`src/hdl/flash_cfg_pkg.sv`:
```
// Constants and carrier types for the command-behaviour configuration bank.
package flash_cfg_pkg;

    // Instruction codes seen on the decoded command stream.
    localparam logic [7:0] OP_READ_ANY_REG  = 8'h65;
    localparam logic [7:0] OP_WRITE_ANY_REG = 8'h71;
    localparam logic [7:0] OP_BURST_LEN_SET = 8'hC0;
    localparam logic [7:0] OP_RESUME_OR_CLR = 8'h30;
    localparam logic [7:0] OP_LEGACY_RESET  = 8'hF0;
    localparam logic [7:0] OP_RESET_ENABLE  = 8'h66;
    localparam logic [7:0] OP_RESET_DO      = 8'h99;

    // Register addresses inside the any-register space.
    localparam logic [7:0] ADDR_EPB_NV  = 8'h10;
    localparam logic [7:0] ADDR_EPB_V   = 8'h11;
    localparam logic [7:0] ADDR_WRAP_NV = 8'h12;
    localparam logic [7:0] ADDR_WRAP_V  = 8'h13;

    // Implemented bit masks; other positions are reserved and read zero, bar the read-only layout bit that EPB_V_WR_MASK omits.
    localparam logic [7:0] EPB_NV_MASK   = 8'h3D;
    localparam logic [7:0] EPB_V_WR_MASK = 8'h35;
    localparam logic [7:0] WRAP_MASK     = 8'hF3;

    // Field positions of the erase/program behaviour registers.
    localparam int BIT_BLANK_CHECK   = 5;
    localparam int BIT_PAGE_WRAP     = 4;
    localparam int BIT_SECTOR_LAYOUT = 3;
    localparam int BIT_RESUME_SELECT = 2;
    localparam int BIT_LEGACY_RESET  = 0;

    // Field positions of the burst wrap registers.
    localparam int BIT_WRAP_DISABLE = 4;
    localparam int DRIVE_MSB        = 7;
    localparam int DRIVE_LSB        = 5;
    localparam logic [2:0] DRIVE_DEFAULT_CODE = 3'h0;
    localparam logic [2:0] DRIVE_DEFAULT_EQ   = 3'h3;

    // Geometry constants.
    localparam logic [6:0] WRAP_BASE_BYTES = 7'h08;
    localparam int PARAM_REGION_BITS = 15;

    // Erase kinds.
    localparam logic [1:0] ERASE_PARAM  = 2'h0;
    localparam logic [1:0] ERASE_SECTOR = 2'h1;
    localparam logic [1:0] ERASE_BULK   = 2'h2;

    // One decoded instruction from the serial front end.
    typedef struct packed {
        logic       valid;
        logic [7:0] code;
        logic [7:0] addr;
        logic [7:0] wdata;
    } cmd_type;

    // Erase sequencing states.
    typedef enum logic [1:0] {
        ST_IDLE,
        ST_SCAN
    } erase_state_type;

endpackage : flash_cfg_pkg

```
`src/hdl/flash_cmd_behaviour_config.sv`:
```
// Command-behaviour configuration bank with erase, wrap and reset decisions.
// How it works
// Blank check on: a failed last erase forces an unconditional erase.
// Blank check with good last erase scans; first zero starts erase, else skip.
// Blank check covers parameter, sector and bulk erase; off means erase at once.
// Page wrap bit 0 wraps loads at 256 bytes; 1 uses all 512.
// Volatile layout bit is read-only; 1 uniform, 0 hybrid with 4-KB sectors.
// Hybrid puts parameter sectors on top or bottom 32 KB; uniform has none.
// Host never writes volatile layout bit differently from its non-volatile copy.
// Instruction 30h means resume when select is 1, clear status when 0.
// F0h performs software reset only when legacy reset is enabled.
// Sequence 66h then 99h always performs software reset.
// Burst wrap applies only to main-array reads, never registers or OTP.
// Any reset copies non-volatile burst wrap register into the volatile one.
// Set-burst-length C0h also writes the volatile burst wrap register.
// Wrap enable 0 enables wrapping, only for quad and DDR quad I/O reads.
// Wrap length 00/01/10/11 gives 8/16/32/64 bytes.
// Three-bit drive select; code 000 drives like code 011.
// Registers are read by 65h and written by 71h.
// Each non-volatile bit may flip to its opposite state only once.
// Reserved bits ignore writes and read as zero.
`timescale 1ns/10ps
module flash_cmd_behaviour_config
    import flash_cfg_pkg::*;
#(
    parameter logic [7:0] EPB_NV_INIT  = 8'h00,
    parameter logic [7:0] WRAP_NV_INIT = 8'h00,
    parameter int         ADDR_W       = 26
) (
    input  wire logic              clk,
    input  wire logic              rst_b,
    input  wire cmd_type           cmd,
    input  wire logic              hw_reset_req,
    input  wire logic              erase_req,
    input  wire logic [1:0]        erase_kind,
    input  wire logic              prev_erase_ok,
    input  wire logic              scan_zero_found,
    input  wire logic              scan_done,
    input  wire logic              load_valid,
    input  wire logic [8:0]        load_addr,
    input  wire logic              param_at_top,
    input  wire logic [ADDR_W-1:0] array_addr,
    input  wire logic              read_is_quad_io,
    input  wire logic              read_is_main_array,
    output logic [7:0]             rd_data,
    output logic                   rd_valid,
    output logic                   erase_start,
    output logic                   scan_start,
    output logic                   erase_skip,
    output logic                   erase_reject,
    output logic [8:0]             page_buf_index,
    output logic                   in_param_sector,
    output logic                   resume_pulse,
    output logic                   clear_status_pulse,
    output logic                   soft_reset_pulse,
    output logic                   wrap_active,
    output logic [6:0]             wrap_bytes,
    output logic [2:0]             output_drive_select
);

    logic [1:0]      rst_sync;
    logic            rst_n;
    logic [7:0]      erase_program_behavior_cfg_nonvolatile;
    logic [7:0]      erase_program_behavior_cfg_volatile;
    logic [7:0]      burst_wrap_cfg_nonvolatile;
    logic [7:0]      burst_wrap_cfg_volatile;

    logic [7:0]      epb_used;
    logic [7:0]      wrap_used;
    logic            reset_armed;
    logic            reload;
    logic            wr_any;
    erase_state_type state;
    logic [2:0]      drive_code;
    logic [ADDR_W-PARAM_REGION_BITS-1:0] region;

    // Reset release is synchronised so every flop reset by rst_n leaves reset on the same edge.
    always_ff @(posedge clk or negedge rst_b) begin
        if (!rst_b) begin
            rst_sync <= 2'h0;
        end else begin
            rst_sync <= {rst_sync[0], 1'b1};
        end
    end
    assign rst_n = rst_sync[1];

    // Volatile copies reload on hardware or software reset; power-on is rst_b.
    assign reload = soft_reset_pulse | hw_reset_req;
    assign wr_any = cmd.valid && (cmd.code == OP_WRITE_ANY_REG);

    // Non-volatile bits: a bit that has flipped once is frozen afterwards.
    always_ff @(posedge clk or negedge rst_n) begin
        if (!rst_n) begin
            erase_program_behavior_cfg_nonvolatile <= EPB_NV_INIT & EPB_NV_MASK;
            burst_wrap_cfg_nonvolatile             <= WRAP_NV_INIT & WRAP_MASK;
            epb_used                               <= 8'h00;
            wrap_used                              <= 8'h00;
        end else if (wr_any && cmd.addr == ADDR_EPB_NV) begin
            erase_program_behavior_cfg_nonvolatile <=
                (erase_program_behavior_cfg_nonvolatile & epb_used)
                | (cmd.wdata & ~epb_used & EPB_NV_MASK);
            epb_used <= epb_used
                | ((cmd.wdata ^ erase_program_behavior_cfg_nonvolatile) & EPB_NV_MASK);
        end else if (wr_any && cmd.addr == ADDR_WRAP_NV) begin
            burst_wrap_cfg_nonvolatile <= (burst_wrap_cfg_nonvolatile & wrap_used)
                | (cmd.wdata & ~wrap_used & WRAP_MASK);
            wrap_used <= wrap_used
                | ((cmd.wdata ^ burst_wrap_cfg_nonvolatile) & WRAP_MASK);
        end
    end

    // Volatile behaviour register; the layout bit always mirrors its stored copy.
    always_ff @(posedge clk or negedge rst_n) begin
        if (!rst_n) begin
            erase_program_behavior_cfg_volatile <= EPB_NV_INIT & EPB_NV_MASK;
        end else if (reload) begin
            erase_program_behavior_cfg_volatile <= erase_program_behavior_cfg_nonvolatile;
        end else if (wr_any && cmd.addr == ADDR_EPB_V) begin
            erase_program_behavior_cfg_volatile <= (cmd.wdata & EPB_V_WR_MASK)
                | (erase_program_behavior_cfg_nonvolatile & ~EPB_V_WR_MASK & EPB_NV_MASK);
        end else begin
            // Ignoring host writes here keeps the layout honest even if the host slips.
            erase_program_behavior_cfg_volatile[BIT_SECTOR_LAYOUT] <=
                erase_program_behavior_cfg_nonvolatile[BIT_SECTOR_LAYOUT];
        end
    end

    // Volatile burst wrap register, written by 71h or by the burst length command.
    always_ff @(posedge clk or negedge rst_n) begin
        if (!rst_n) begin
            burst_wrap_cfg_volatile <= WRAP_NV_INIT & WRAP_MASK;
        end else if (reload) begin
            burst_wrap_cfg_volatile <= burst_wrap_cfg_nonvolatile;
        end else if (cmd.valid && (cmd.code == OP_BURST_LEN_SET
                     || (wr_any && cmd.addr == ADDR_WRAP_V))) begin
            burst_wrap_cfg_volatile <= cmd.wdata & WRAP_MASK;
        end
    end

    // Register read answers one cycle after 65h; unmapped addresses read zero.
    always_ff @(posedge clk or negedge rst_n) begin
        if (!rst_n) begin
            rd_data  <= 8'h00;
            rd_valid <= 1'b0;
        end else begin
            rd_valid <= cmd.valid && (cmd.code == OP_READ_ANY_REG);
            unique case (cmd.addr)
                ADDR_EPB_NV:  rd_data <= erase_program_behavior_cfg_nonvolatile;
                ADDR_EPB_V:   rd_data <= erase_program_behavior_cfg_volatile;
                ADDR_WRAP_NV: rd_data <= burst_wrap_cfg_nonvolatile;
                ADDR_WRAP_V:  rd_data <= burst_wrap_cfg_volatile;
                default:      rd_data <= 8'h00;
            endcase
        end
    end

    // Instruction decode for 30h and the two software reset forms.
    always_ff @(posedge clk or negedge rst_n) begin
        if (!rst_n) begin
            resume_pulse       <= 1'b0;
            clear_status_pulse <= 1'b0;
            soft_reset_pulse   <= 1'b0;
            reset_armed        <= 1'b0;
        end else begin
            resume_pulse       <= cmd.valid && cmd.code == OP_RESUME_OR_CLR
                && erase_program_behavior_cfg_volatile[BIT_RESUME_SELECT];
            clear_status_pulse <= cmd.valid && cmd.code == OP_RESUME_OR_CLR
                && !erase_program_behavior_cfg_volatile[BIT_RESUME_SELECT];
            soft_reset_pulse   <= cmd.valid
                && ((cmd.code == OP_LEGACY_RESET
                     && erase_program_behavior_cfg_volatile[BIT_LEGACY_RESET])
                    || (cmd.code == OP_RESET_DO && reset_armed));
            // Any other instruction between 66h and 99h disarms the sequence.
            if (cmd.valid) begin
                reset_armed <= (cmd.code == OP_RESET_ENABLE);
            end
        end
    end

    // Erase sequencing with optional blank check.
    always_ff @(posedge clk or negedge rst_n) begin
        if (!rst_n) begin
            state        <= ST_IDLE;
            erase_start  <= 1'b0;
            scan_start   <= 1'b0;
            erase_skip   <= 1'b0;
            erase_reject <= 1'b0;
        end else begin
            erase_start  <= 1'b0;
            scan_start   <= 1'b0;
            erase_skip   <= 1'b0;
            erase_reject <= 1'b0;
            unique case (state)
                ST_IDLE: begin
                    if (erase_req) begin
                        if ((erase_kind == ERASE_PARAM
                             && erase_program_behavior_cfg_volatile[BIT_SECTOR_LAYOUT])
                            || erase_kind > ERASE_BULK) begin
                            erase_reject <= 1'b1;
                        end else if (!erase_program_behavior_cfg_volatile[BIT_BLANK_CHECK]
                                     || !prev_erase_ok) begin
                            erase_start <= 1'b1;
                        end else begin
                            scan_start <= 1'b1;
                            state      <= ST_SCAN;
                        end
                    end
                end
                ST_SCAN: begin
                    // A zero found on the final word still forces the erase.
                    if (scan_zero_found) begin
                        erase_start <= 1'b1;
                        state       <= ST_IDLE;
                    end else if (scan_done) begin
                        erase_skip <= 1'b1;
                        state      <= ST_IDLE;
                    end
                end
            endcase
        end
    end

    // Field slices for the output stage.
    assign drive_code = burst_wrap_cfg_volatile[DRIVE_MSB:DRIVE_LSB];
    assign region     = array_addr[ADDR_W-1:PARAM_REGION_BITS];

    // Page buffer index, parameter overlay, wrap and drive outputs.
    always_ff @(posedge clk or negedge rst_n) begin
        if (!rst_n) begin
            page_buf_index      <= 9'h000;
            in_param_sector     <= 1'b0;
            wrap_active         <= 1'b0;
            wrap_bytes          <= WRAP_BASE_BYTES;
            output_drive_select <= DRIVE_DEFAULT_EQ;
        end else begin
            if (load_valid) begin
                page_buf_index <= {load_addr[8]
                    & erase_program_behavior_cfg_volatile[BIT_PAGE_WRAP], load_addr[7:0]};
            end
            in_param_sector <= !erase_program_behavior_cfg_volatile[BIT_SECTOR_LAYOUT]
                && (param_at_top ? (&region) : (region == '0));
            wrap_active <= !burst_wrap_cfg_volatile[BIT_WRAP_DISABLE]
                && read_is_quad_io && read_is_main_array;
            wrap_bytes  <= WRAP_BASE_BYTES << burst_wrap_cfg_volatile[1:0];
            output_drive_select <= (drive_code == DRIVE_DEFAULT_CODE)
                ? DRIVE_DEFAULT_EQ : drive_code;
        end
    end

    // Checks beside the logic they guard.
    property p_reserved_zero;
        @(posedge clk) disable iff (!rst_n)
        (erase_program_behavior_cfg_volatile & ~EPB_NV_MASK) == 8'h00
            && (burst_wrap_cfg_volatile & ~WRAP_MASK) == 8'h00;
    endproperty
    a_reserved_zero: assert property (p_reserved_zero)
        else $error("Reserved bit set in a volatile register.");

    property p_layout_tracks;
        @(posedge clk) disable iff (!rst_n)
        $changed(erase_program_behavior_cfg_nonvolatile[BIT_SECTOR_LAYOUT])
        |=> erase_program_behavior_cfg_volatile[BIT_SECTOR_LAYOUT]
            == $past(erase_program_behavior_cfg_nonvolatile[BIT_SECTOR_LAYOUT]);
    endproperty
    a_layout_tracks: assert property (p_layout_tracks)
        else $error("Volatile layout bit did not follow its stored copy.");

    property p_no_check_erase;
        @(posedge clk) disable iff (!rst_n)
        state == ST_IDLE && erase_req && erase_kind != ERASE_PARAM && erase_kind <= ERASE_BULK
            && (!erase_program_behavior_cfg_volatile[BIT_BLANK_CHECK] || !prev_erase_ok)
        |=> erase_start && !scan_start;
    endproperty
    a_no_check_erase: assert property (p_no_check_erase)
        else $error("Erase did not start unconditionally.");

    property p_scan_result;
        @(posedge clk) disable iff (!rst_n)
        state == ST_SCAN && !scan_zero_found && scan_done |=> erase_skip && !erase_start;
    endproperty
    a_scan_result: assert property (p_scan_result)
        else $error("Blank sector was not skipped.");

    property p_page_wrap;
        @(posedge clk) disable iff (!rst_n)
        load_valid && !erase_program_behavior_cfg_volatile[BIT_PAGE_WRAP]
        |=> !page_buf_index[8];
    endproperty
    a_page_wrap: assert property (p_page_wrap)
        else $error("Page buffer index passed 255 with wrap at 256.");

    property p_resume_select;
        @(posedge clk) disable iff (!rst_n)
        cmd.valid && cmd.code == OP_RESUME_OR_CLR
        |=> resume_pulse == $past(erase_program_behavior_cfg_volatile[BIT_RESUME_SELECT])
            && clear_status_pulse != resume_pulse;
    endproperty
    a_resume_select: assert property (p_resume_select)
        else $error("Instruction 30h decoded the wrong way.");

    property p_legacy_ignored;
        @(posedge clk) disable iff (!rst_n)
        cmd.valid && cmd.code == OP_LEGACY_RESET
            && !erase_program_behavior_cfg_volatile[BIT_LEGACY_RESET]
        |=> !soft_reset_pulse;
    endproperty
    a_legacy_ignored: assert property (p_legacy_ignored)
        else $error("Disabled legacy reset was acted on.");

    property p_reset_pair;
        @(posedge clk) disable iff (!rst_n)
        cmd.valid && cmd.code == OP_RESET_ENABLE ##1 cmd.valid && cmd.code == OP_RESET_DO
        |=> soft_reset_pulse ##1 burst_wrap_cfg_volatile == $past(burst_wrap_cfg_nonvolatile);
    endproperty
    a_reset_pair: assert property (p_reset_pair)
        else $error("Reset sequence did not reload the wrap register.");

    property p_drive_default;
        @(posedge clk) disable iff (!rst_n)
        drive_code == DRIVE_DEFAULT_CODE |=> output_drive_select == DRIVE_DEFAULT_EQ;
    endproperty
    a_drive_default: assert property (p_drive_default)
        else $error("Default drive code did not map to the middle setting.");

    property p_hw_reload;
        @(posedge clk) disable iff (!rst_n)
        hw_reset_req |=> burst_wrap_cfg_volatile == $past(burst_wrap_cfg_nonvolatile);
    endproperty
    a_hw_reload: assert property (p_hw_reload)
        else $error("Hardware reset did not reload the wrap register.");

    // Coverage of the main scenarios.
    c_scan_skip:  cover property (@(posedge clk) disable iff (!rst_n) erase_skip);
    c_erase_reject: cover property (@(posedge clk) disable iff (!rst_n)
        erase_reject);
    c_scan_erase: cover property (@(posedge clk) disable iff (!rst_n)
        state == ST_SCAN && scan_zero_found);
    c_soft_reset: cover property (@(posedge clk) disable iff (!rst_n) soft_reset_pulse);
    c_wrap_read:  cover property (@(posedge clk) disable iff (!rst_n) wrap_active);

endmodule : flash_cmd_behaviour_config

```
`config.mk`:
```
export PLATFORM = sky130hd
export DESIGN_NAME = flash_cmd_behaviour_config
export DESIGN_NICKNAME = d
export VERILOG_FILES = /design/src/hdl/flash_cfg_pkg.sv /design/src/hdl/flash_cmd_behaviour_config.sv
export SDC_FILE = /design/constraint.sdc
export NUM_CORES = 1
export LEC_CHECK = 0
export BUFFER_PORTS_ARGS = -buffer_cell sky130_fd_sc_hd__buf_4
export CORE_AREA = 10 10 112 114
export CTS_CLUSTER_SIZE = 8
export DETAILED_ROUTE_END_ITERATION = 8
export DIE_AREA = 0 0 122 124
export PLACE_DENSITY_LB_ADDON = 0.25
export SLEW_MARGIN = 40
export SYNTH_ARGS = -nofsm -noshare
export SYNTH_HDL_FRONTEND = slang
export SYNTH_SLANG_ARGS = --single-unit
```
`constraint.sdc`:
```
create_clock -name clk -period 4.2 [get_ports clk]
set_clock_uncertainty 0.15 [all_clocks]
set_input_delay 1.26 -clock clk [delete_from_list [all_inputs] [get_ports clk]]
set_output_delay 1.26 -clock clk [all_outputs]
set_load 0.02 [all_outputs]
```
# [Yosys cells after proc, flatten, opt, wreduce, memory -nomap -nowiden]
# Cells that the tools add are included.
[totals] register_bits=90 input_bits=73 out_inout_bits=37 wordCells=123
[op_classes] magnitude_cmp=1 n_eq_ne=16 shifts=1 mux=30 bitwise=16 reduce_logical=35
[op_table] cell="$eq A8 B5 Y1 const B" n=4
[op_table] cell="$pmux W8 S4" n=1
[op_table] cell="$and A8 B8 Y8" n=3
[op_table] cell="$eq A8 B7 Y1 const B" n=3
[op_table] cell="$eq A8 B8 Y1 const B" n=3
[op_table] cell="$mux W8" n=3
[op_table] cell="$logic_and A1 B1 Y1" n=17
[op_table] cell="$mux W1" n=16
[op_table] cell="$or A8 B6 Y8" n=2
[op_table] cell="$or A8 B8 Y8" n=2
[op_table] cell="$logic_not A11 Y1" n=1
[op_table] cell="$reduce_and A11 Y1" n=1
[op_table] cell="$mux W2" n=5
[op_table] cell="$eq A8 B6 Y1 const B" n=1
[op_table] cell="$not A8 Y8" n=1
[op_table] cell="$xor A8 B8 Y8" n=1
[op_table] cell="$shl A4 B2 Y7 const A" n=1
[op_table] cell="$and A6 B6 Y6" n=1
[op_table] cell="$mux W3" n=2
[op_table] cell="$ne A2 B2 Y1 const B" n=3
[op_table] cell="$not A6 Y6" n=1
[op_table] cell="$or A6 B4 Y6" n=1
[op_table] cell="$xor A6 B6 Y6" n=1
[op_table] cell="$logic_not A1 Y1" n=5
[op_table] cell="other kinds (15)" n=20

# [Depth between registers and ports, before layout]
# Gate-level depths: netlist of the first run.
[logic_depth] ltp_word=7 depth_mapped=6 depth_no_buf=5

# [Worst setup path before layout of the first run]
# Ideal clock, no wire load.
[synth_timing] path_type="input-to-reg" start="in cmd[11] in the netlist's numbering" end="reg (tool-made name)" setup_time_ps=125 arrival_ps=2526 required_time_ps=3925 slack_ps=1399 cell_stages=6 n_path_buf=1 path_cell_list="nor4b_4 -> nand3b_1 -> nand2b_1 -> buf_2 -> nor2_1 -> mux2_2"
[synth_rtl] item="start: declaration" line="flash_cmd_behaviour_config.sv:32" text="input wire cmd_type cmd,"

==> results of run 1 <==
-- how the worst min path moves through the flow --
stage	startpoint	endpoint
CTS	rst_sync[0]$_DFF_PN0_	rst_sync[1]$_DFF_PN0_
finish	rst_sync[1]$_DFF_PN0_	asynchronous set/reset pin
global route	rst_sync[0]$_DFF_PN0_	rst_sync[1]$_DFF_PN0_
detailed placement	rst_sync[0]$_DFF_PN0_	rst_sync[1]$_DFF_PN0_
floorplan	rst_sync[0]$_DFF_PN0_	rst_sync[1]$_DFF_PN0_
global placement	rst_sync[0]$_DFF_PN0_	rst_sync[1]$_DFF_PN0_
-- cells in the mapped netlist, types with 3 or more instances --
cell | count | area, sq um
sky130_fd_sc_hd__dfrtp_1 | 68 | 1702
sky130_fd_sc_hd__nor2_1 | 35 | 131.4
sky130_fd_sc_hd__mux2_2 | 19 | 214.0
sky130_fd_sc_hd__mux2i_1 | 15 | 150.1
sky130_fd_sc_hd__o21bai_1 | 13 | 97.59
sky130_fd_sc_hd__a21oi_1 | 12 | 60.06
sky130_fd_sc_hd__xnor2_1 | 11 | 96.34
sky130_fd_sc_hd__nand4_1 | 7 | 43.79
sky130_fd_sc_hd__nor2b_1 | 6 | 37.54
sky130_fd_sc_hd__clkbuf_1 | 4 | 15.01
sky130_fd_sc_hd__nor3b_1 | 4 | 30.03
sky130_fd_sc_hd__nor4_1 | 4 | 25.02
sky130_fd_sc_hd__buf_2 | 3 | 15.01
sky130_fd_sc_hd__buf_4 | 3 | 22.52
sky130_fd_sc_hd__dfstp_2 | 3 | 78.83
sky130_fd_sc_hd__inv_1 | 3 | 11.26
sky130_fd_sc_hd__mux4_2 | 3 | 67.56
sky130_fd_sc_hd__nand2b_1 | 3 | 18.77
-- cells by family after synthesis --
family,count (synthesis),synth area share (%)
AOI/OAI and AO/OA,30,6.803
xor gates and xnor gates,11,3.156
buffers and inverters,13,2.090
DFF,71,58.32
muxes,37,14.14
other,2,0.2460
and+or+nand+nor,80,15.25
-- worst max-delay path, delay by kind of cell --
kind	cells	cell delay [ps]
mux	1	350
buf+inv	1	120
simple gates	4	1320
-- layout make-up --
type	count	area [sq um]
clock buffer	9	123.9
clock inverter	7	100.1
fill	999	6127
inverter	3	11.26
multi-input combinational	162	1216
sequential	71	1784
tap	136	170.2
timing repair buffer	93	698.2
-- placed cells by master (no fill, tap or decap), types with 4 or more instances in the layout --
cell type                   n
sky130_fd_sc_hd__nor3b_1    4
sky130_fd_sc_hd__nor2_1    35
sky130_fd_sc_hd__dfrtp_1   67
sky130_fd_sc_hd__clkbuf_8   9
sky130_fd_sc_hd__mux2i_1   15
sky130_fd_sc_hd__conb_1     4
sky130_fd_sc_hd__nand4_1    7
sky130_fd_sc_hd__o21bai_1  13
sky130_fd_sc_hd__a21oi_1   12
sky130_fd_sc_hd__nor4_1     4
sky130_fd_sc_hd__nor2b_1    6
sky130_fd_sc_hd__buf_4     93
sky130_fd_sc_hd__mux2_2    19
sky130_fd_sc_hd__xnor2_1   11
-- metrics by stage --
step | area, sq um | std cells | hold WS, ps | util, %
floorplan | 3060 | 246 | 181.2 | -
global placement | 3877 | 465 | 190.8 | 37.90
detailed placement | 3880 | 465 | 188.6 | 37.92
CTS | 4104 | 481 | 214.4 | 40.11
global route | 4104 | 481 | 225.6 | 40.11
finish | 4104 | 481 | 186.9 | 40.11
-- power by group --
part	leakage, uW	switching (uW)	internal, uW
combinational	0.000905	77.5	84.4
sequential	0.000936	22.5	709
clock	0.000115	281	341
-- layer usage --
| metal | wire (um) | GRT usage (%) | share of wire, % | vias up |
|---|---|---|---|---|
| met5 | 0 | 0 | 0 | - |
| met4 | 102 | 4.247 | 1.4 | 0 |
| met3 | 717 | 4.434 | 9.6 | 9 |
| met2 | 3523 | 15.81 | 47 | 62 |
| met1 | 3150 | 11.88 | 42 | 1026 |
| li1 | - | - | - | 1047 |
==> impl_metrics.tcl, run 1 <==
set metrics [dict create \
    report.final.slew_viol_count 0 \
    ir_drop_worst_case_vdd_mv 0.1579 \
    detailedPlacementHpwl_mm 5.606 \
    async_reset_ff_share_pct 100.0 \
    critical_path.startpoint "cmd[11]" \
    post_synth_inst_count 244 \
    antennaDiodeCount 0 \
    routed_wl_mm 7.495 \
    total_leakage_power_uw 0.001956 \
    period_minus_slack_ps 2958 \
    fin_setup_tns_ps 0 \
    numClockSinks 71 \
    dieArea_sq_um 15130 \
    worst-endpoint-arrival_ps 3050 \
    post-route-period-util_pct 70.42 \
    timing.rr.start "erase_program_behavior_cfg_volatile[3]$_DFF_PN0_" \
    design.core.area_sq_um 10230 \
    num_rows 37 \
    critical_path.max_fanout 12 \
    powerDensity_nw_per_um2 369.2 \
    startpoint_type "input pin" \
    seq_area_frac_synth_pct 58.32 \
    fmax_ghz 0.3381 \
    result_of_the_run "finished clean" \
    global_route_wire_length_before_repair_mm 11.86 \
    cp_slowest_stage_delay_ps 490 \
    fp.dieH_um 124 \
    initial_detailed_routing_violation_count 107 \
    detail_route.first_pass.iterations 4 \
    die-width_um 122 \
    crit_required_ps 4290 \
    synth-edff-count 0 \
    ys_ff_latch 71 \
    ant_nets 0 \
    cts_buffers 9 \
    clock_latency_on_the_worst_skew_pair_ps 350 \
    dpl_worst_slack_ps 848.0 \
    detailroute.via_count 2144 \
    crit_chain "buf_4 -> nor4b_4 -> nand3_4 -> nand2b_1 -> nor2_1 -> mux2_2" \
    tritoncts "built" \
    grt_max_degree 45 \
    crit_type "input pin to flip-flop" \
    detail_route.vias_per_cell 4.457 \
    net_count_of_the_finished_layout 413 \
    drive_above_1_share_pct 41.16 \
    clock_tree.root_cell "sky130_fd_sc_hd__clkbuf_8" \
    reg2reg_setup_slack_ps 2670 \
    worst_setup_margin_ps 1242 \
    rsz0062_at_grt "false" \
    initial_utilization_pct 29.84 \
    total_power_uw 1515 \
    timing.final.setup_violations 0 \
    via_count_of_the_first_global_routing_pass 2258 \
    post_synth.cell_area_avg_sq_um 12.51 \
    antenna_violations_before_repair 0 \
    area_growth_pct 34.43 \
    ys.warnings.count 0 \
    io_pins 110 \
    cts_resizes 0 \
    wl_per_cell_um 15.58 \
    slew_worst_pin_ps 584.0 \
    remaining_drc_errors 0 \
    finalHoldViolCount 0 \
    cts.clk_slew.worst_paths_ps 90 \
    maxSlewHeadroom_pct 61.07 \
    number_of_maximum_capacitance_constraint_violations 0 \
    number_of_distinct_library_cells_after_synthesis 39 \
    post_cts_buffers 0 \
    timing.critical_path.to_type "flip-flop" \
    grtUsageTotal_pct 10.10 \
    cp_slowest_cell "sky130_fd_sc_hd__nor4b_4" \
    cts_hold_buffers 0 \
    worstHoldPathType "flip-flop to asynchronous set/reset pin" \
    ctsHtreeMaxLevel 3 \
    clock_path_buffers 2 \
    finalWeightedCongestion 0.7877 \
    globalRouteOverflowTotal 0 \
    buffer_ports.inserted 91 \
    rr_worst_depth 5 \
    top_flip_flop_cell_by_instance_count_after_synthesis "sky130_fd_sc_hd__dfrtp_1" \
    syn-cell-area_sq_um 3053 \
    reg2reg_to "state[0]$_DFFE_PN0P_" \
]
(Power assumes the default switching activity.)
==> run 2: changes to the inputs <==
clock period = 2.6 ns   (was 4.2 ns; I/O delays follow)
==> impl_metrics.tcl, run 2 (synthesis results as in run 1) <==
set metrics [dict create \
    area_growth_pct 38.57 \
    cts.clk_slew.worst_paths_ps 80 \
    cts_buffers 9 \
    num_rows 37 \
    detail_route.first_pass.iterations 4 \
    numClockSinks 71 \
    worst-endpoint-arrival_ps 2260 \
    busiest_layer_in_global_routing "met2" \
    finalWeightedCongestion 0.8057 \
    fp.dieH_um 124 \
    layout_commonest_cell "sky130_fd_sc_hd__buf_4" \
    crit_chain "buf_4 -> nor4b_4 -> buf_4 -> nand3b_1 -> nand2b_1 -> nor2_1 -> mux2_2" \
    global_route.usage.met2_pct 15.88 \
    powerDensity_nw_per_um2 592.2 \
    period_minus_slack_ps 2185 \
    cts_resizes 0 \
    critical_path.max_fanout 9 \
    design.core.area_sq_um 10230 \
    postPlaceCellArea_sq_um 3993 \
    final_core_utilization_pct 41.35 \
    post_cts_buffers 0 \
    switching_share_pct 23.21 \
    met1_track_demand_over_resource_pct 11.95 \
    mostFrequentLayoutCells "103 x sky130_fd_sc_hd__buf_4, 67 x sky130_fd_sc_hd__dfrtp_1, 35 x sky130_fd_sc_hd__nor2_1, 19 x sky130_fd_sc_hd__mux2_2, 15 x sky130_fd_sc_hd__mux2i_1" \
    via_count_of_the_first_global_routing_pass 2322 \
    cp_slowest_stage_delay_ps 350 \
    initial_detailed_routing_violation_count 71 \
    pwr-share-clk_pct 42.2 \
    cp_slowest_cell "sky130_fd_sc_hd__mux2_2" \
    timing.final.setup_violations 0 \
    initial_utilization_pct 29.84 \
    tritoncts "built" \
    dieArea_sq_um 15130 \
    rsz0062_at_grt "false" \
    fmax_ghz 0.4576 \
    grt_max_degree 70 \
    routed_wl_mm 7.394 \
    cts_hold_buffers 0 \
    sequentialPowerShare_pct 46.7 \
    ctsHtreeMaxLevel 3 \
    crit_required_ps 2670 \
    detailedPlacementHpwl_mm 5.602 \
    net_count_of_the_finished_layout 425 \
    timing.critical_path.to_type "flip-flop" \
    detail_route.vias_per_cell 4.446 \
    clock_tree.root_cell "sky130_fd_sc_hd__clkbuf_8" \
    report.final.slew_viol_count 0 \
    fin_setup_tns_ps 0 \
    buffer_ports.inserted 91 \
    number_of_maximum_capacitance_constraint_violations 0 \
    total_power_uw 2505 \
    die-width_um 122 \
    worst_path_most_repeated_cell "sky130_fd_sc_hd__buf_4" \
    int_power_uw 1924 \
    worstHoldPathType "input pin to asynchronous set/reset pin" \
    remaining_drc_errors 0 \
    antenna_violations_before_repair 0 \
    cp_top_family "simple AND/OR/NAND/NOR gates" \
    total_leakage_power_uw 0.002018 \
    grtUsageTotal_pct 9.968 \
    ir_drop_worst_case_vdd_mv 0.2668 \
    result_of_the_run "finished clean" \
    global_route_wire_length_before_repair_mm 11.82 \
    startpoint_type "input pin" \
    antennaDiodeCount 0 \
    post-route-period-util_pct 84.06 \
    drive_above_1_share_pct 42.86 \
    finalHoldViolCount 0 \
    crit_type "input pin to flip-flop" \
    globalRouteOverflowTotal 0 \
    io_pins 110 \
    detailroute.via_count 2192 \
    wl_per_cell_um 15.00 \
    clock_latency_on_the_worst_skew_pair_ps 340 \
    met3_track_demand_over_resource_pct 3.982 \
    ant_nets 0 \
    power_frac_comb_pct 11.2 \
    final_design_area_no_fill_sq_um 4230 \
    clock_path_buffers 2 \
    power.net_switching_uw 581.4 \
    critical_path_buf_inv_count 2 \
]
-- run 2: changes by cell type in the layout (fill, tap and decap cells not counted), sizes merged --
cell	delta
clkinv	-1
clkbuf	+1
bufinv	+1
clkinvlp	+2
inv	-3
buf	+12
-- run 2: path summary, 6_finish.rpt --
kind	from	to	slack, ps	cells after the start
min in group clk	rst_sync[0]$_DFF_PN0_	rst_sync[1]$_DFF_PN0_	210	0
min reg2reg	rst_sync[1]$_DFF_PN0_	wrap_used[6]$_DFFE_PN0P_	140	1
min	rst_b	rst_sync[1]$_DFF_PN0_	50	1
max reg2reg	erase_program_behavior_cfg_volatile[3]$_DFF_PN0_	state[0]$_DFFE_PN0P_	1080	5
max in group asynchronous	rst_sync[1]$_DFF_PN0_	wrap_bytes[3]$_DFF_PN1_	1840	1
max	cmd[11]	flip-flop	410	7
-- run 2: layout make-up --
cell class / instances / area, sq um
Clock buffer: 10 / 127.6
Inverter: 3 / 11.26
Tap cell: 136 / 170.2
Timing Repair Buffer: 105 / 813.3
Fill cell: 996 / 6001
Sequential cell: 71 / 1782
Clock inverter: 6 / 110.1
Multi-Input combinational cell: 162 / 1216
-- run 2: per-stage QoR --
step	cells	setup slack [ps]	hold WS, ps
4_1_cts	493	416.4	30.03
6_report	493	414.6	53.40
3_3_place_gp	477	91.18	157.3
2_1_floorplan	246	279.0	181.2
3_5_place_dp	477	44.73	158.2
5_1_grt	493	289.6	16.29
-- run 2: per-layer routing --
| metal | vias to the layer above | share of wire (%) |
|---|---|---|
| li1 | 1065 | - |
| met3 | 7 | 8.4 |
| met5 | - | 0 |
| met4 | 0 | 1.2 |
| met2 | 71 | 48 |
| met1 | 1049 | 43 |
-- run 2: power groups by stage --
stage | Clock [uW] | Combinational [uW] | Sequential (uW)
2_1_floorplan | 0 | 85.1 | 1230
5_1_grt | 1150 | 307 | 1170
4_1_cts | 1090 | 286 | 1170
3_3_place_gp | 0 | 282 | 1190
6_report | 1060 | 280 | 1170
3_5_place_dp | 0 | 286 | 1190
==> run 3: changes to the inputs <==
ABC_AREA = 1   (was default)
CORE_AREA = 10 10 115 117   (was 10 10 112 114)
DIE_AREA = 0 0 125 127   (was 0 0 122 124)
clock period = 2.24 ns   (was 2.6 ns; I/O delays follow)
==> impl_metrics.tcl, run 3 <==
set metrics [dict create \
    number_of_maximum_capacitance_constraint_violations 0 \
    design.core.area_sq_um 11130 \
    critical_path.max_fanout 1 \
    global_route_wire_length_before_repair_mm 12.99 \
    filler_cell_count_in_the_final_layout 1119 \
    number_of_distinct_library_cells_after_synthesis 35 \
    buffer_ports.inserted 91 \
    wl_per_cell_um 13.63 \
    post_synth.cell_area_avg_sq_um 9.327 \
    syn-cell-area_sq_um 3199 \
    holdWs_ps 130.2 \
    netlist_top_cells_count "68 x sky130_fd_sc_hd__dfrtp_1, 65 x sky130_fd_sc_hd__nand2_1, 49 x sky130_fd_sc_hd__inv_1" \
    rsz0062_at_grt "false" \
    slew_worst_pin_ps 547.5 \
    crit_type "flip-flop to output port" \
    grt_max_degree 43 \
    timing.critical_path.to_type "output port" \
    critical_path_cell_count 1 \
    powerDensity_nw_per_um2 780.7 \
    die-width_um 125 \
    detail_route.vias_per_cell 4.406 \
    clock_latency_on_the_worst_skew_pair_ps 330 \
    dieArea_sq_um 15880 \
    tritoncts "built" \
    critical_path.startpoint "output_drive_select[0]$_DFF_PN1_" \
    finalWeightedCongestion 0.7737 \
    detail_route.first_pass.iterations 4 \
    crit_chain "buf_4" \
    period_minus_slack_ps 1801 \
    fp.dieH_um 127 \
    synth-edff-count 0 \
    cts_hold_buffers 1 \
    worst-endpoint-arrival_ps 980 \
    finalHoldViolCount 0 \
    yosysMostFrequentCell "sky130_fd_sc_hd__dfrtp_1" \
    synth_top_area_cell "sky130_fd_sc_hd__dfrtp_1" \
    ant_nets 0 \
    via_count_of_the_first_global_routing_pass 2714 \
    num_rows 39 \
    top_flip_flop_cell_by_instance_count_after_synthesis "sky130_fd_sc_hd__dfrtp_1" \
    post_cts_buffers 0 \
    ys_ff_latch 71 \
    layout_commonest_cell "sky130_fd_sc_hd__buf_4" \
    cp_slowest_cell "sky130_fd_sc_hd__dfstp_2" \
    drive_above_1_share_pct 31.78 \
    reg2reg_to "erase_program_behavior_cfg_volatile[4]$_DFFE_PN0P_" \
    ir_drop_worst_case_vdd_mv 0.3343 \
    critical_path_buf_inv_count 1 \
    post_synth_inst_count 343 \
    clock_tree.root_cell "sky130_fd_sc_hd__clkbuf_16" \
    maxSlewHeadroom_pct 63.50 \
    ctsHtreeMaxLevel 3 \
    routed_wl_mm 8.084 \
    remaining_drc_errors 0 \
    antenna_violations_before_repair 0 \
    reg2reg_setup_slack_ps 780 \
    post-route-period-util_pct 80.40 \
    fin_setup_tns_ps 0 \
    timing.final.setup_violations 0 \
    timing.rr.start "soft_reset_pulse$_DFF_PN0_" \
    synth.top_cell.area_share_pct 53.19 \
    report.final.slew_viol_count 0 \
    cp_slowest_stage_delay_ps 510 \
    total_leakage_power_uw 0.002199 \
    cp_top_family "flip-flops" \
    numClockSinks 71 \
    io_pins 110 \
    mostFrequentLayoutCells "94 x sky130_fd_sc_hd__buf_4, 67 x sky130_fd_sc_hd__dfrtp_1, 65 x sky130_fd_sc_hd__nand2_1, 49 x sky130_fd_sc_hd__inv_1, 28 x sky130_fd_sc_hd__o21ai_0" \
    result_of_the_run "finished clean" \
    net_count_of_the_finished_layout 518 \
    cts_resizes 0 \
    ys.warnings.count 0 \
    globalRouteOverflowTotal 0 \
    seq_area_frac_synth_pct 55.65 \
    startpoint_type "flip-flop" \
    initial_utilization_pct 28.76 \
    antennaDiodeCount 0 \
    clock_path_buffers 2 \
    worstHoldPathType "flip-flop to asynchronous set/reset pin" \
    initial_detailed_routing_violation_count 159 \
    detailedPlacementHpwl_mm 6.224 \
    detailroute.via_count 2613 \
    cts_buffers 9 \
    async_reset_ff_share_pct 100.0 \
    grtUsageTotal_pct 9.965 \
    area_growth_pct 38.76 \
    crit_required_ps 1420 \
    fmax_ghz 0.5552 \
    cts.clk_slew.worst_paths_ps 60 \
    worst_setup_margin_ps 439.0 \
    netlist_top_cells_area "sky130_fd_sc_hd__dfrtp_1 53%, sky130_fd_sc_hd__nand2_1 7.6%, sky130_fd_sc_hd__inv_1 5.7%, sky130_fd_sc_hd__o21ai_0 4.4%, sky130_fd_sc_hd__nand3_1 3.3%" \
    dpl_worst_slack_ps 161.4 \
    rr_worst_depth 4 \
    endpoint "output_drive_select[0]" \
]
==> run 3: stage by stage <==
stage                     instances  cell area (sq um)  total power (uW)  utilization (%)
after floorplan                 345               3208              1548                -
after global placement          576               4059              1724            36.48
after detailed placement        576               4059              1731            36.48
after CTS                       593               4439              3515            39.90
after global routing            593               4439              3604            39.90
final                           593               4439              3466            39.90
==> run 3: worst min path at each step <==
stage | to | depth (start not counted) | startpoint
after floorplan | rst_sync[1]$_DFF_PN0_ | 0 | rst_sync[0]$_DFF_PN0_
after global placement | page_buf_index[8]$_DFFE_PN0P_ | 1 | rst_sync[1]$_DFF_PN0_
after detailed placement | page_buf_index[8]$_DFFE_PN0P_ | 1 | rst_sync[1]$_DFF_PN0_
after CTS | page_buf_index[2]$_DFFE_PN0P_ | 1 | rst_sync[1]$_DFF_PN0_
after global routing | page_buf_index[6]$_DFFE_PN0P_ | 1 | rst_sync[1]$_DFF_PN0_
final | page_buf_index[2]$_DFFE_PN0P_ | 1 | rst_sync[1]$_DFF_PN0_
==> run 3: power breakdown <==
part / internal, uW / total [uW] / switching, uW
registers: 1340 / 1360 / 28.6
logic: 156 / 338 / 181
clock network: 1200 / 1760 / 560
total: 2700 / 3470 / 770
==> run 3: layout make-up <==
| cell class | count | area (sq um) | share of cell area [%] |
|---|---|---|---|
| sequential | 71 | 1782 | 40.14 |
| multi-input combinational | 216 | 1197 | 26.97 |
| timing repair buffer | 95 | 715.7 | 16.12 |
| clock buffer | 9 | 225.2 | 5.073 |
| inverter | 52 | 195.2 | 4.397 |
| tap | 143 | 178.9 | 4.030 |
| clock inverter | 7 | 145.1 | 3.269 |
==> run 3: metal layers <==
metal | global-route usage (%) | routed length, um | up-vias
li1 | - | - | 1313
met1 | 11.73 | 3603 | 1228
met2 | 15.95 | 3805 | 62
met3 | 3.350 | 499 | 10
met4 | 5.081 | 176 | 0
met5 | 0 | 0 | -
==> run 3: logic make-up (layout without fill, tap and decap cells) <==
group	count (synthesis)	after routing	synth area share [%]
and+or+nand+nor	140	140	21.74
DFF	71	71	55.65
buffers and inverters	58	163	7.157
AOI/OAI and AO/OA	52	52	9.073
xor gates and xnor gates	11	11	3.011
muxes	9	9	3.129
other	2	4	0.2347
